File: config.mk
export PLATFORM = sky130hd
export DESIGN_NAME = oag_top
export DESIGN_NICKNAME = d
export VERILOG_FILES = /design/src/logic/oag_pkg.sv /design/src/logic/oag_addsx.sv /design/src/logic/oag_top.sv
export SDC_FILE = /design/constraint.sdc
export NUM_CORES = 1
export LEC_CHECK = 0
export BUFFER_PORTS_ARGS = -buffer_cell sky130_fd_sc_hd__buf_4
export CORE_UTILIZATION = 40
export CTS_BUF_LIST = sky130_fd_sc_hd__clkbuf_8 sky130_fd_sc_hd__clkbuf_16
export DETAILED_ROUTE_END_ITERATION = 6
export PLACE_DENSITY_LB_ADDON = 0.15
export RECOVER_POWER = 50
export SLEW_MARGIN = 20
export SYNTH_ARGS = -nofsm -noshare
export SYNTH_HDL_FRONTEND = slang
export SYNTH_SLANG_ARGS = --single-unit
File: constraint.sdc
create_clock -name clk -period 7.8 [get_ports clk]
set_input_delay 0.39 -clock clk [delete_from_list [all_inputs] [get_ports clk]]
set_output_delay 0.39 -clock clk [all_outputs]
set_load 0.1 [all_outputs]
File: src/logic/oag_pkg.sv
// Constants, enumerations and carrier structs for operand address generation.
// Assumes a single processor clock and an external decoder that names the mode.
package oag_pkg;

	// ------------------------------------------------------------
	// Widths and fixed figures
	// ------------------------------------------------------------
	localparam int          OAG_AW         = 16;
	localparam int          OAG_DW         = 8;
	localparam logic [15:0] OAG_REL_NEXT   = 16'h0002;
	localparam logic [16:0] OAG_IO_BLK_MAX = 17'h00100;
	localparam logic [16:0] OAG_BLK_MAX    = 17'h10000;
	localparam logic [16:0] OAG_CNT_ONE    = 17'h00001;
	localparam logic [15:0] OAG_PTR_STEP   = 16'h0001;
	localparam logic [9:0]  OAG_PAGE0_HI   = 10'h000;
	localparam logic [2:0]  OAG_PAGE0_LO   = 3'h0;
	localparam logic [7:0]  OAG_IO_HI      = 8'h00;
	localparam logic [7:0]  OAG_ZERO_B     = 8'h00;
	localparam logic [1:0]  OAG_NB0        = 2'h0;
	localparam logic [1:0]  OAG_NB1        = 2'h1;
	localparam logic [1:0]  OAG_NB2        = 2'h2;
	localparam int          OAG_RST_MSB    = 5;
	localparam int          OAG_RST_LSB    = 3;

	// ------------------------------------------------------------
	// Enumerations
	// ------------------------------------------------------------
	typedef enum logic [3:0] {
		OAG_M_IMM     = 4'h0,
		OAG_M_IMM_EXT = 4'h1,
		OAG_M_RESTART = 4'h2,
		OAG_M_REL     = 4'h3,
		OAG_M_EXT_JP  = 4'h4,
		OAG_M_EXT_MEM = 4'h5,
		OAG_M_IDX     = 4'h6,
		OAG_M_IND_JP  = 4'h7,
		OAG_M_IO_IMM  = 4'h8,
		OAG_M_IO_REG  = 4'h9,
		OAG_M_LOAD    = 4'hA,
		OAG_M_ALU     = 4'hB
	} oag_mode_t;

	typedef enum logic [1:0] {
		OAG_SEL_PTR    = 2'h0,
		OAG_SEL_FIRST  = 2'h1,
		OAG_SEL_SECOND = 2'h2
	} oag_sel_t;

	typedef enum logic [1:0] {
		OAG_ALU_ADD = 2'h0,
		OAG_ALU_AND = 2'h1,
		OAG_ALU_OR  = 2'h2,
		OAG_ALU_XOR = 2'h3
	} oag_alu_t;

	typedef enum logic [1:0] {
		OAG_B_MOVE   = 2'h0,
		OAG_B_SEARCH = 2'h1,
		OAG_B_IO     = 2'h2
	} oag_blk_t;

	// ------------------------------------------------------------
	// Carriers
	// ------------------------------------------------------------
	typedef struct packed {
		logic [15:0] op_addr;
		logic [15:0] pointer_register_pair;
		logic [15:0] first_index_register;
		logic [15:0] second_index_register;
		logic [7:0]  port_ptr;
		logic [7:0]  acc;
	} oag_regs_t;

	typedef struct packed {
		logic        valid;
		logic [15:0] addr;
		logic [15:0] value;
		logic        is_jump;
		logic        is_mem;
		logic        is_io;
		logic        acc_we;
		logic        dst_we;
	} oag_res_t;

	typedef struct packed {
		logic sign;
		logic zero;
		logic parity;
		logic carry;
	} oag_flags_t;

endpackage

File: src/logic/oag_addsx.sv
// Adds a sign-extended displacement to a base address.
// Assumes the caller wants the sum to wrap at the address width.
module oag_addsx #(
	parameter int AW = 16,
	parameter int DW = 8
) (
	input  wire logic [AW-1:0] base,
	input  wire logic [DW-1:0] disp,
	output logic      [AW-1:0] sum
);

	// The carry out is dropped on purpose so the result always fits the bus.
	assign sum = base + {{(AW-DW){disp[DW-1]}}, disp};

endmodule

File: src/logic/oag_top.sv
// Operand address generation, I/O port addressing and block engine.
// Assumes bytes arrive from program memory on the same clock as this logic.
//
// Functional notes
// - Immediate mode uses the byte after the opcode as the operand.
// - Immediate extended mode uses the next two bytes as a 16-bit operand.
// - First fetched byte is the low half, second byte the high half.
// - Restart jumps to page-zero address from opcode bits 5..3, three zero bits.
// - Relative jump adds signed displacement to opcode address plus two.
// - Relative displacement spans +127 to -128 from opcode address plus two.
// - Extended mode uses a 16-bit in-stream address as target or operand.
// - Indexed mode adds displacement to the selected index register.
// - Indexed displacement is sign-extended before the addition.
// - Forming an indexed address never changes the index register.
// - Displacement byte directly follows the opcode bytes.
// - I/O transactions put the port number on the low eight address bits.
// - Port number comes from the second byte or the port-pointer register.
// - Input data sets the flags, parity included, unless an ALU result sets them in the same cycle.
// - Block I/O moves up to 256 bytes to consecutive memory locations.
// - Block operations may be interrupted between elements.
// - Block search stops on a match or when the length runs out.
// - Loads write the destination only and leave the source untouched.
// - Indirect jumps load the program counter from pointer or index registers.
// - Arithmetic and logic results go to the accumulator and set the flags.
module oag_top (
	input  wire logic             clk,
	input  wire logic             reset_n,
	input  wire logic             start,
	input  oag_pkg::oag_mode_t    mode,
	input  wire logic [7:0]       opcode,
	input  oag_pkg::oag_sel_t     reg_sel,
	input  oag_pkg::oag_alu_t     alu_op,
	input  oag_pkg::oag_regs_t    regs,
	input  wire logic [7:0]       src_data,
	output logic                  start_ready,
	input  wire logic             byte_valid,
	input  wire logic [7:0]       byte_data,
	output logic                  byte_ready,
	output oag_pkg::oag_res_t     res,
	output oag_pkg::oag_flags_t   flags,
	input  wire logic             io_in_valid,
	input  wire logic [7:0]       io_in_data,
	input  wire logic             blk_start,
	input  oag_pkg::oag_blk_t     blk_kind,
	input  wire logic [15:0]      blk_count,
	input  wire logic [7:0]       blk_char,
	input  wire logic             irq_pending,
	output logic                  elem_req,
	output logic [15:0]           elem_addr,
	input  wire logic             elem_ack,
	input  wire logic [7:0]       elem_data,
	output logic                  blk_busy,
	output logic                  blk_done,
	output logic                  blk_found,
	output logic                  blk_intr,
	output logic [16:0]           blk_left
);
	import oag_pkg::*;

	// ------------------------------------------------------------
	// Instruction stream sequencer
	// ------------------------------------------------------------
	typedef enum logic [3:0] {
		S_IDLE = 4'h1,
		S_LO   = 4'h2,
		S_HI   = 4'h4,
		S_DONE = 4'h8
	} oag_st_t;

	oag_st_t    st_r,    st_nxt;
	oag_mode_t  mode_r,  mode_nxt;
	oag_sel_t   sel_r,   sel_nxt;
	oag_alu_t   alu_r,   alu_nxt;
	oag_regs_t  regs_r,  regs_nxt;
	logic [7:0] op_r,    op_nxt;
	logic [7:0] src_r,   src_nxt;
	logic [7:0] lo_r,    lo_nxt;
	logic [7:0] hi_r,    hi_nxt;
	logic [1:0] need_r,  need_nxt;
	oag_res_t   res_r,   res_nxt;
	oag_flags_t flg_r,   flg_nxt;
	logic [15:0] rel_sum;
	logic [15:0] idx_sum;
	logic [15:0] idx_base;
	logic [15:0] rel_base;
	logic [8:0]  alu_sum;
	logic [7:0]  alu_val;

	function automatic logic [1:0] f_need(input oag_mode_t m);
		case (m)
			OAG_M_IMM_EXT, OAG_M_EXT_JP, OAG_M_EXT_MEM: f_need = OAG_NB2;
			OAG_M_IMM, OAG_M_REL, OAG_M_IDX, OAG_M_IO_IMM, OAG_M_ALU: f_need = OAG_NB1;
			default: f_need = OAG_NB0;
		endcase
	endfunction

	function automatic oag_flags_t f_flags(input logic [7:0] v, input logic c);
		oag_flags_t f;
		f.sign   = v[7];
		f.zero   = (v == OAG_ZERO_B);
		f.parity = ~^v;
		f.carry  = c;
		return f;
	endfunction

	// Index value only feeds the adder; nothing here ever writes it back.
	assign idx_base = (sel_r == OAG_SEL_SECOND) ? regs_r.second_index_register
	                                            : regs_r.first_index_register;
	assign rel_base = regs_r.op_addr + OAG_REL_NEXT;

	oag_addsx #(.AW(OAG_AW), .DW(OAG_DW)) u_rel (
		.base (rel_base),
		.disp (lo_r),
		.sum  (rel_sum)
	);

	oag_addsx #(.AW(OAG_AW), .DW(OAG_DW)) u_idx (
		.base (idx_base),
		.disp (lo_r),
		.sum  (idx_sum)
	);

	always_comb begin
		alu_sum = {1'b0, regs_r.acc} + {1'b0, lo_r};
		case (alu_r)
			OAG_ALU_AND: alu_val = regs_r.acc & lo_r;
			OAG_ALU_OR:  alu_val = regs_r.acc | lo_r;
			OAG_ALU_XOR: alu_val = regs_r.acc ^ lo_r;
			default:     alu_val = alu_sum[7:0];
		endcase
	end

	always_comb begin
		st_nxt   = st_r;
		mode_nxt = mode_r;
		sel_nxt  = sel_r;
		alu_nxt  = alu_r;
		regs_nxt = regs_r;
		op_nxt   = op_r;
		src_nxt  = src_r;
		lo_nxt   = lo_r;
		hi_nxt   = hi_r;
		need_nxt = need_r;
		res_nxt  = '0;
		flg_nxt  = flg_r;
		if (io_in_valid) begin
			flg_nxt = f_flags(io_in_data, flg_r.carry);
		end
		case (st_r)
			S_IDLE: begin
				if (start) begin
					mode_nxt = mode;
					sel_nxt  = reg_sel;
					alu_nxt  = alu_op;
					regs_nxt = regs;
					op_nxt   = opcode;
					src_nxt  = src_data;
					need_nxt = f_need(mode);
					st_nxt   = (f_need(mode) == OAG_NB0) ? S_DONE : S_LO;
				end
			end
			S_LO: begin
				if (byte_valid) begin
					lo_nxt = byte_data;
					st_nxt = (need_r == OAG_NB2) ? S_HI : S_DONE;
				end
			end
			S_HI: begin
				if (byte_valid) begin
					hi_nxt = byte_data;
					st_nxt = S_DONE;
				end
			end
			S_DONE: begin
				st_nxt = S_IDLE;
				res_nxt.valid = 1'b1;
				case (mode_r)
					OAG_M_IMM:     res_nxt.value = {OAG_ZERO_B, lo_r};
					OAG_M_IMM_EXT: res_nxt.value = {hi_r, lo_r};
					OAG_M_RESTART: begin
						res_nxt.addr    = {OAG_PAGE0_HI, op_r[OAG_RST_MSB:OAG_RST_LSB], OAG_PAGE0_LO};
						res_nxt.is_jump = 1'b1;
					end
					OAG_M_REL: begin
						res_nxt.addr    = rel_sum;
						res_nxt.is_jump = 1'b1;
					end
					OAG_M_EXT_JP: begin
						res_nxt.addr    = {hi_r, lo_r};
						res_nxt.is_jump = 1'b1;
					end
					OAG_M_EXT_MEM: begin
						res_nxt.addr   = {hi_r, lo_r};
						res_nxt.is_mem = 1'b1;
					end
					OAG_M_IDX: begin
						res_nxt.addr   = idx_sum;
						res_nxt.is_mem = 1'b1;
					end
					OAG_M_IND_JP: begin
						res_nxt.is_jump = 1'b1;
						case (sel_r)
							OAG_SEL_FIRST:  res_nxt.addr = regs_r.first_index_register;
							OAG_SEL_SECOND: res_nxt.addr = regs_r.second_index_register;
							default:        res_nxt.addr = regs_r.pointer_register_pair;
						endcase
					end
					OAG_M_IO_IMM: begin
						res_nxt.addr  = {OAG_IO_HI, lo_r};
						res_nxt.is_io = 1'b1;
					end
					OAG_M_IO_REG: begin
						res_nxt.addr  = {OAG_IO_HI, regs_r.port_ptr};
						res_nxt.is_io = 1'b1;
					end
					OAG_M_LOAD: begin
						// Only the destination strobe exists; the source has no write path.
						res_nxt.value  = {OAG_ZERO_B, src_r};
						res_nxt.dst_we = 1'b1;
					end
					OAG_M_ALU: begin
						res_nxt.value  = {OAG_ZERO_B, alu_val};
						res_nxt.acc_we = 1'b1;
						flg_nxt = f_flags(alu_val, (alu_r == OAG_ALU_ADD) & alu_sum[8]);
					end
					default: res_nxt.valid = 1'b1;
				endcase
			end
			default: st_nxt = S_IDLE;
		endcase
	end

	always_ff @(posedge clk or negedge reset_n) begin
		if (!reset_n) begin
			st_r   <= S_IDLE;
			mode_r <= OAG_M_IMM;
			sel_r  <= OAG_SEL_PTR;
			alu_r  <= OAG_ALU_ADD;
			regs_r <= '0;
			op_r   <= '0;
			src_r  <= '0;
			lo_r   <= '0;
			hi_r   <= '0;
			need_r <= OAG_NB0;
			res_r  <= '0;
			flg_r  <= '0;
		end else begin
			st_r   <= st_nxt;
			mode_r <= mode_nxt;
			sel_r  <= sel_nxt;
			alu_r  <= alu_nxt;
			regs_r <= regs_nxt;
			op_r   <= op_nxt;
			src_r  <= src_nxt;
			lo_r   <= lo_nxt;
			hi_r   <= hi_nxt;
			need_r <= need_nxt;
			res_r  <= res_nxt;
			flg_r  <= flg_nxt;
		end
	end

	assign start_ready = (st_r == S_IDLE);
	assign byte_ready  = (st_r == S_LO) || (st_r == S_HI);
	assign res         = res_r;
	assign flags       = flg_r;

	// ------------------------------------------------------------
	// Block engine
	// ------------------------------------------------------------
	typedef enum logic [2:0] {
		B_IDLE = 3'h1,
		B_REQ  = 3'h2,
		B_END  = 3'h4
	} oag_bst_t;

	oag_bst_t    bst_r,   bst_nxt;
	oag_blk_t    bkind_r, bkind_nxt;
	logic [16:0] cnt_r,   cnt_nxt;
	logic [15:0] ptr_r,   ptr_nxt;
	logic [7:0]  chr_r,   chr_nxt;
	logic        fnd_r,   fnd_nxt;
	logic        int_r,   int_nxt;
	logic        dn_r,    dn_nxt;

	always_comb begin
		bst_nxt   = bst_r;
		bkind_nxt = bkind_r;
		cnt_nxt   = cnt_r;
		ptr_nxt   = ptr_r;
		chr_nxt   = chr_r;
		fnd_nxt   = fnd_r;
		int_nxt   = int_r;
		dn_nxt    = 1'b0;
		case (bst_r)
			B_IDLE: begin
				if (blk_start) begin
					bkind_nxt = blk_kind;
					ptr_nxt   = regs.pointer_register_pair;
					chr_nxt   = blk_char;
					fnd_nxt   = 1'b0;
					int_nxt   = 1'b0;
					bst_nxt   = B_REQ;
					// A zero count means the full span, as a down-counter wraps to it.
					if (blk_kind == OAG_B_IO) begin
						cnt_nxt = (blk_count[7:0] == OAG_ZERO_B) ? OAG_IO_BLK_MAX
						                                           : {9'h000, blk_count[7:0]};
					end else begin
						cnt_nxt = (blk_count == 16'h0000) ? OAG_BLK_MAX : {1'b0, blk_count};
					end
				end
			end
			B_REQ: begin
				if (elem_ack) begin
					cnt_nxt = cnt_r - OAG_CNT_ONE;
					ptr_nxt = ptr_r + OAG_PTR_STEP;
					if ((bkind_r == OAG_B_SEARCH) && (elem_data == chr_r)) begin
						fnd_nxt = 1'b1;
						bst_nxt = B_END;
					end else if (cnt_r == OAG_CNT_ONE) begin
						bst_nxt = B_END;
					end else if (irq_pending) begin
						int_nxt = 1'b1;
						bst_nxt = B_END;
					end
				end
			end
			B_END: begin
				dn_nxt  = 1'b1;
				bst_nxt = B_IDLE;
			end
			default: bst_nxt = B_IDLE;
		endcase
	end

	always_ff @(posedge clk or negedge reset_n) begin
		if (!reset_n) begin
			bst_r   <= B_IDLE;
			bkind_r <= OAG_B_MOVE;
			cnt_r   <= '0;
			ptr_r   <= '0;
			chr_r   <= '0;
			fnd_r   <= 1'b0;
			int_r   <= 1'b0;
			dn_r    <= 1'b0;
		end else begin
			bst_r   <= bst_nxt;
			bkind_r <= bkind_nxt;
			cnt_r   <= cnt_nxt;
			ptr_r   <= ptr_nxt;
			chr_r   <= chr_nxt;
			fnd_r   <= fnd_nxt;
			int_r   <= int_nxt;
			dn_r    <= dn_nxt;
		end
	end

	assign elem_req  = (bst_r == B_REQ);
	assign elem_addr = ptr_r;
	assign blk_busy  = (bst_r != B_IDLE);
	assign blk_done  = dn_r;
	assign blk_found = fnd_r;
	assign blk_intr  = int_r;
	assign blk_left  = cnt_r;

	// ------------------------------------------------------------
	// Checks
	// ------------------------------------------------------------
	property p_imm_ext;
		@(posedge clk) disable iff (!reset_n)
		(st_r == S_HI && byte_valid) ##1 (st_r == S_DONE)
		|=> (mode_r != OAG_M_IMM_EXT) || (res.value == {$past(byte_data, 2), $past(lo_r, 1)});
	endproperty
	a_imm_ext: assert property (p_imm_ext) else $error("two-byte operand order wrong");

	property p_restart;
		@(posedge clk) disable iff (!reset_n)
		(st_r == S_DONE && mode_r == OAG_M_RESTART)
		|=> res.valid && res.is_jump && (res.addr == {10'h000, $past(op_r[5:3]), 3'h0});
	endproperty
	a_restart: assert property (p_restart) else $error("restart target wrong");

	property p_rel;
		@(posedge clk) disable iff (!reset_n)
		(st_r == S_DONE && mode_r == OAG_M_REL)
		|=> res.addr == 16'($past(regs_r.op_addr) + 16'h0002 + {{8{$past(lo_r[7])}}, $past(lo_r)});
	endproperty
	a_rel: assert property (p_rel) else $error("relative target wrong");

	property p_idx;
		@(posedge clk) disable iff (!reset_n)
		(st_r == S_DONE && mode_r == OAG_M_IDX && sel_r == OAG_SEL_SECOND)
		|=> res.is_mem && res.addr == 16'($past(regs_r.second_index_register) + {{8{$past(lo_r[7])}}, $past(lo_r)});
	endproperty
	a_idx: assert property (p_idx) else $error("indexed address wrong");

	property p_io_port;
		@(posedge clk) disable iff (!reset_n)
		(st_r == S_DONE && mode_r == OAG_M_IO_REG) |=> res.is_io && res.addr == {8'h00, $past(regs_r.port_ptr)};
	endproperty
	a_io_port: assert property (p_io_port) else $error("port number not on low address");

	property p_in_flags;
		@(posedge clk) disable iff (!reset_n)
		(io_in_valid && st_r != S_DONE) |=> flags.parity == ~^$past(io_in_data) && flags.zero == ($past(io_in_data) == 8'h00);
	endproperty
	a_in_flags: assert property (p_in_flags) else $error("input flags wrong");

	property p_io_256;
		@(posedge clk) disable iff (!reset_n)
		(bst_r == B_IDLE && blk_start && blk_kind == OAG_B_IO && blk_count[7:0] == 8'h00) |=> blk_left == 17'h00100;
	endproperty
	a_io_256: assert property (p_io_256) else $error("block I/O length wrong");

	property p_intr;
		@(posedge clk) disable iff (!reset_n)
		(elem_req && elem_ack && irq_pending && cnt_r != 17'h00001 && !(bkind_r == OAG_B_SEARCH && elem_data == chr_r))
		|=> blk_intr && !elem_req ##1 blk_done ##1 !blk_busy;
	endproperty
	a_intr: assert property (p_intr) else $error("block not interrupted");

	property p_found;
		@(posedge clk) disable iff (!reset_n)
		(elem_req && elem_ack && bkind_r == OAG_B_SEARCH && elem_data == chr_r) |=> blk_found && !blk_intr && !elem_req;
	endproperty
	a_found: assert property (p_found) else $error("search did not stop on match");

endmodule

==> results.ini <==
[status]
status = complete, but fails checks
violations = capacitance limit, slew limit

[sta]
period_needed_ns = 3.927
hold_violations = 0
rsz0062_at_grt = no
skew_ns = 0.01023
max-slew-margin-rel_pct = -106.9
tns_ns = 0
slew_viol_final = 49
setup_viol = 0
finalCritPeriodShare_pct = 50.35
tightest_slew_ns = 3.104
fmaxAchievable_mhz = 254.6

[critical_path]
critPathLaunchType = primary input
crit_fanout = 97
r2r_end = res[36]
worstSetupEndpointType = async pin
reg2reg_slack_ns = 4.19
path_class = in2async
required_ns = 7.74
critPathSlowestCell = clkbuf_1
arrival_ns = 3.87
rr_worst_depth = 13
slowest_delay_ns = 2.24
reg2reg_from = lo_r[1]
crit_chain = dlygate4sd3_1 > buf_8 > clkbuf_1

[synthesis]
async_flop_share_pct = 100.0
synth_edf_count = 0
synth_flop_cell = dfrtp_1
yosys.area.top_type = dfrtp_1
ys_seq_area_share_pct = 43.51
synth.distinct_cells = 71
synth_top_family_by_area = compound AO/OA/AOI/OAI gates
synth_compound_area_share_pct = 16.28
yosys.area_share.adder_pct = 8.596
ys_warn_count = 0
syn_area_per_cell_um2 = 10.23
netlist_area_mm2 = 0.01220
post-synth-top-count-cell = dfrtp_1
synthTopCellsByArea = dfrtp_1 (43%), mux2_2 (13%), ha_1 (8.1%)
yosys.area_share.simple_pct = 11.57
synthCells = 1192
yosysTopAreaCellShare_pct = 43.08
synth_xor_area_share_pct = 2.872
synthTopCellsByCount = dfrtp_1 (210), mux2_2 (139), a21oi_1 (86)
synth_mux_area_share_pct = 13.51
synth-seq-cells = 212
synth_nets = 1436

[pwr]
p_leak_uw = 0.006798
max-vdd-ir-drop_mv = 0.2898
power.density_mw_per_mm2 = 488.6

[clock_tree]
cts.sinks = 212
holdBufCountCts = 1
cts_buffer_depth = 3
worstSkewPairLatency_ns = 0.53
cts_setup_buffers = 0
cts_tree = built
h-tree-depth = 1
cts_root_buffer = clkbuf_16
post_cts_resize_count = 0
path_clk_slew_ns = 0.06
cts_buffers = 25

[placement]
dpl.cell_count = 1779
hpwl_um = 26010
gp_congestion = 0.8782
port_buffers = 238

[finish]
final_layout_size_suffix_gt1_share_pct = 25.07
final_cell_count_no_fill = 1827
regArea_mm2 = 0.005308
n_fill_cell = 2876
multi_input_area_mm2 = 0.006480
num-nets-final = 1661
area_delta_synth_final_pct = 22.27

[global_routing]
grt_pass1_vias = 10030
grt_usage_pct = 22.64
gr-total-overflow = 0
grt_pass1_wl_um = 55010
antenna_found_initial = 2
grt_max_degree = 98

[detailed_routing]
routed.top_layer = met5
drt-vias-per-instance = 5.508
wl_um = 35090
vias = 10060
drc_errors = 0
drt-initial-drc-count = 614
dr.pass1.iters = 5
route.met2.wl_um = 15940
final_antenna_net_count = 0
drt-met1-wl_um = 16040
detail_route.wl_per_cell_um = 19.21
met3_wirelength_um = 2002

[die]
initial_utilization_pct = 40.94
dieArea_mm2 = 0.03120
dieHeight_um = 176.6
core_mm2 = 0.02980
placementRows = 63
io_pins = 244
die_width_um = 176.6

[flow_run]
cap_violations = 1

[min_path]
min_from = start
min_to = st_r[0]
min_path_cells = 2
worstHoldPathType = in2reg

worst max-delay path, delay by kind of cell:
kind                   cells  cell delay [ns]
buffers and inverters      3             3.35
worst max-delay path by stage:
stage                     startpoint          to  slack [ns]  cells past startpoint
after floorplan              st_r[0]   mode_r[2]        2.39                      5
after global placement       lo_r[1]     res[36]        4.27                     13
after detailed placement     lo_r[1]     res[36]        4.27                     13
after CTS                    lo_r[1]     res[36]        4.18                     13
after global routing         reset_n  regs_r[59]        3.27                      3
final                        reset_n  regs_r[46]        3.87                      3
state kept, by name (all words and copies together), names as in the netlist:
signal and count:
res 38, need_r 2, op_r 3, mode_r 4, sel_r 2, regs_r 80
src_r 8, bst_r 3, blk_done 1, lo_r 8, blk_intr 1, st_r 4
hi_r 8, bkind_r 2, alu_r 2, blk_left 17, chr_r 8, blk_found 1
elem_addr 16, flags 4
cell usage in the layout (no fill, tap or decap), drive strengths merged, types with 4 or more instances in the layout:
cell	Yosys	final
mux2	139	139
o21ai	80	80
xor2	11	11
o31ai	4	4
and2	14	14
clkbuf	32	114
ha	79	79
nor2	72	72
xnor2	29	29
o22ai	11	11
a211oi	6	6
nor3	21	21
a22oi	24	24
buf	18	168
dfrtp	210	210
nor2b	12	12
a32oi	6	6
a31oi	22	22
a221oi	18	18
and3	19	19
inv	64	71
nand3	27	27
o22a	5	5
nand2	68	68
a21o	12	12
mux2i	6	6
clkinv	1	4
nand2b	17	17
nand4	7	7
a221o	6	6
nor4	9	9
a21oi	86	86
where the power goes:
part / total (uW) / switching (uW) / internal, uW / leakage, uW
combinational: 4150 / 2580 / 1570 / 0.00375
clock: 1150 / 469 / 676 / 0.000428
sequential: 1990 / 458 / 1530 / 0.00262
cells by family after synthesis:
kind of cell	count (synthesis)
compound gates	312
buf+inv	115
fa+ha+maj	82
mux	146
xor+xnor	40
flops	212
simple gates	285
through the flow:
step	power, uW	util, %	instance area, um2	setup WS, ns	hold WS, ns
6_report	7287	50.05	14910	3.873	0.04089
3_3_place_gp	6186	48.22	14370	4.274	0.4453
5_1_grt	7822	50.05	14910	3.270	0.05516
4_1_cts	7417	51.00	15200	4.183	0.01589
2_1_floorplan	5165	-	12200	2.391	0.09441
3_5_place_dp	6230	48.22	14370	4.267	0.4579
per-layer routing:
metal | vias to the layer above | GRT usage, %
met2 | 289 | 35.59
met5 | - | 0
met3 | 69 | 3.823
met4 | 2 | 7.004
li1 | 4810 | -
met1 | 4893 | 31.76
layout make-up:
class | count | share of cell area (%)
diodes | 1 | 0.01678
clock buffers | 35 | 5.117
clock inverters | 11 | 0.3607
inverters | 65 | 1.636
multi-input cells | 865 | 43.45
flip-flops and latches | 212 | 35.59
well taps | 390 | 3.272
repair buffers | 248 | 10.56
(Power assumes the default switching activity.)
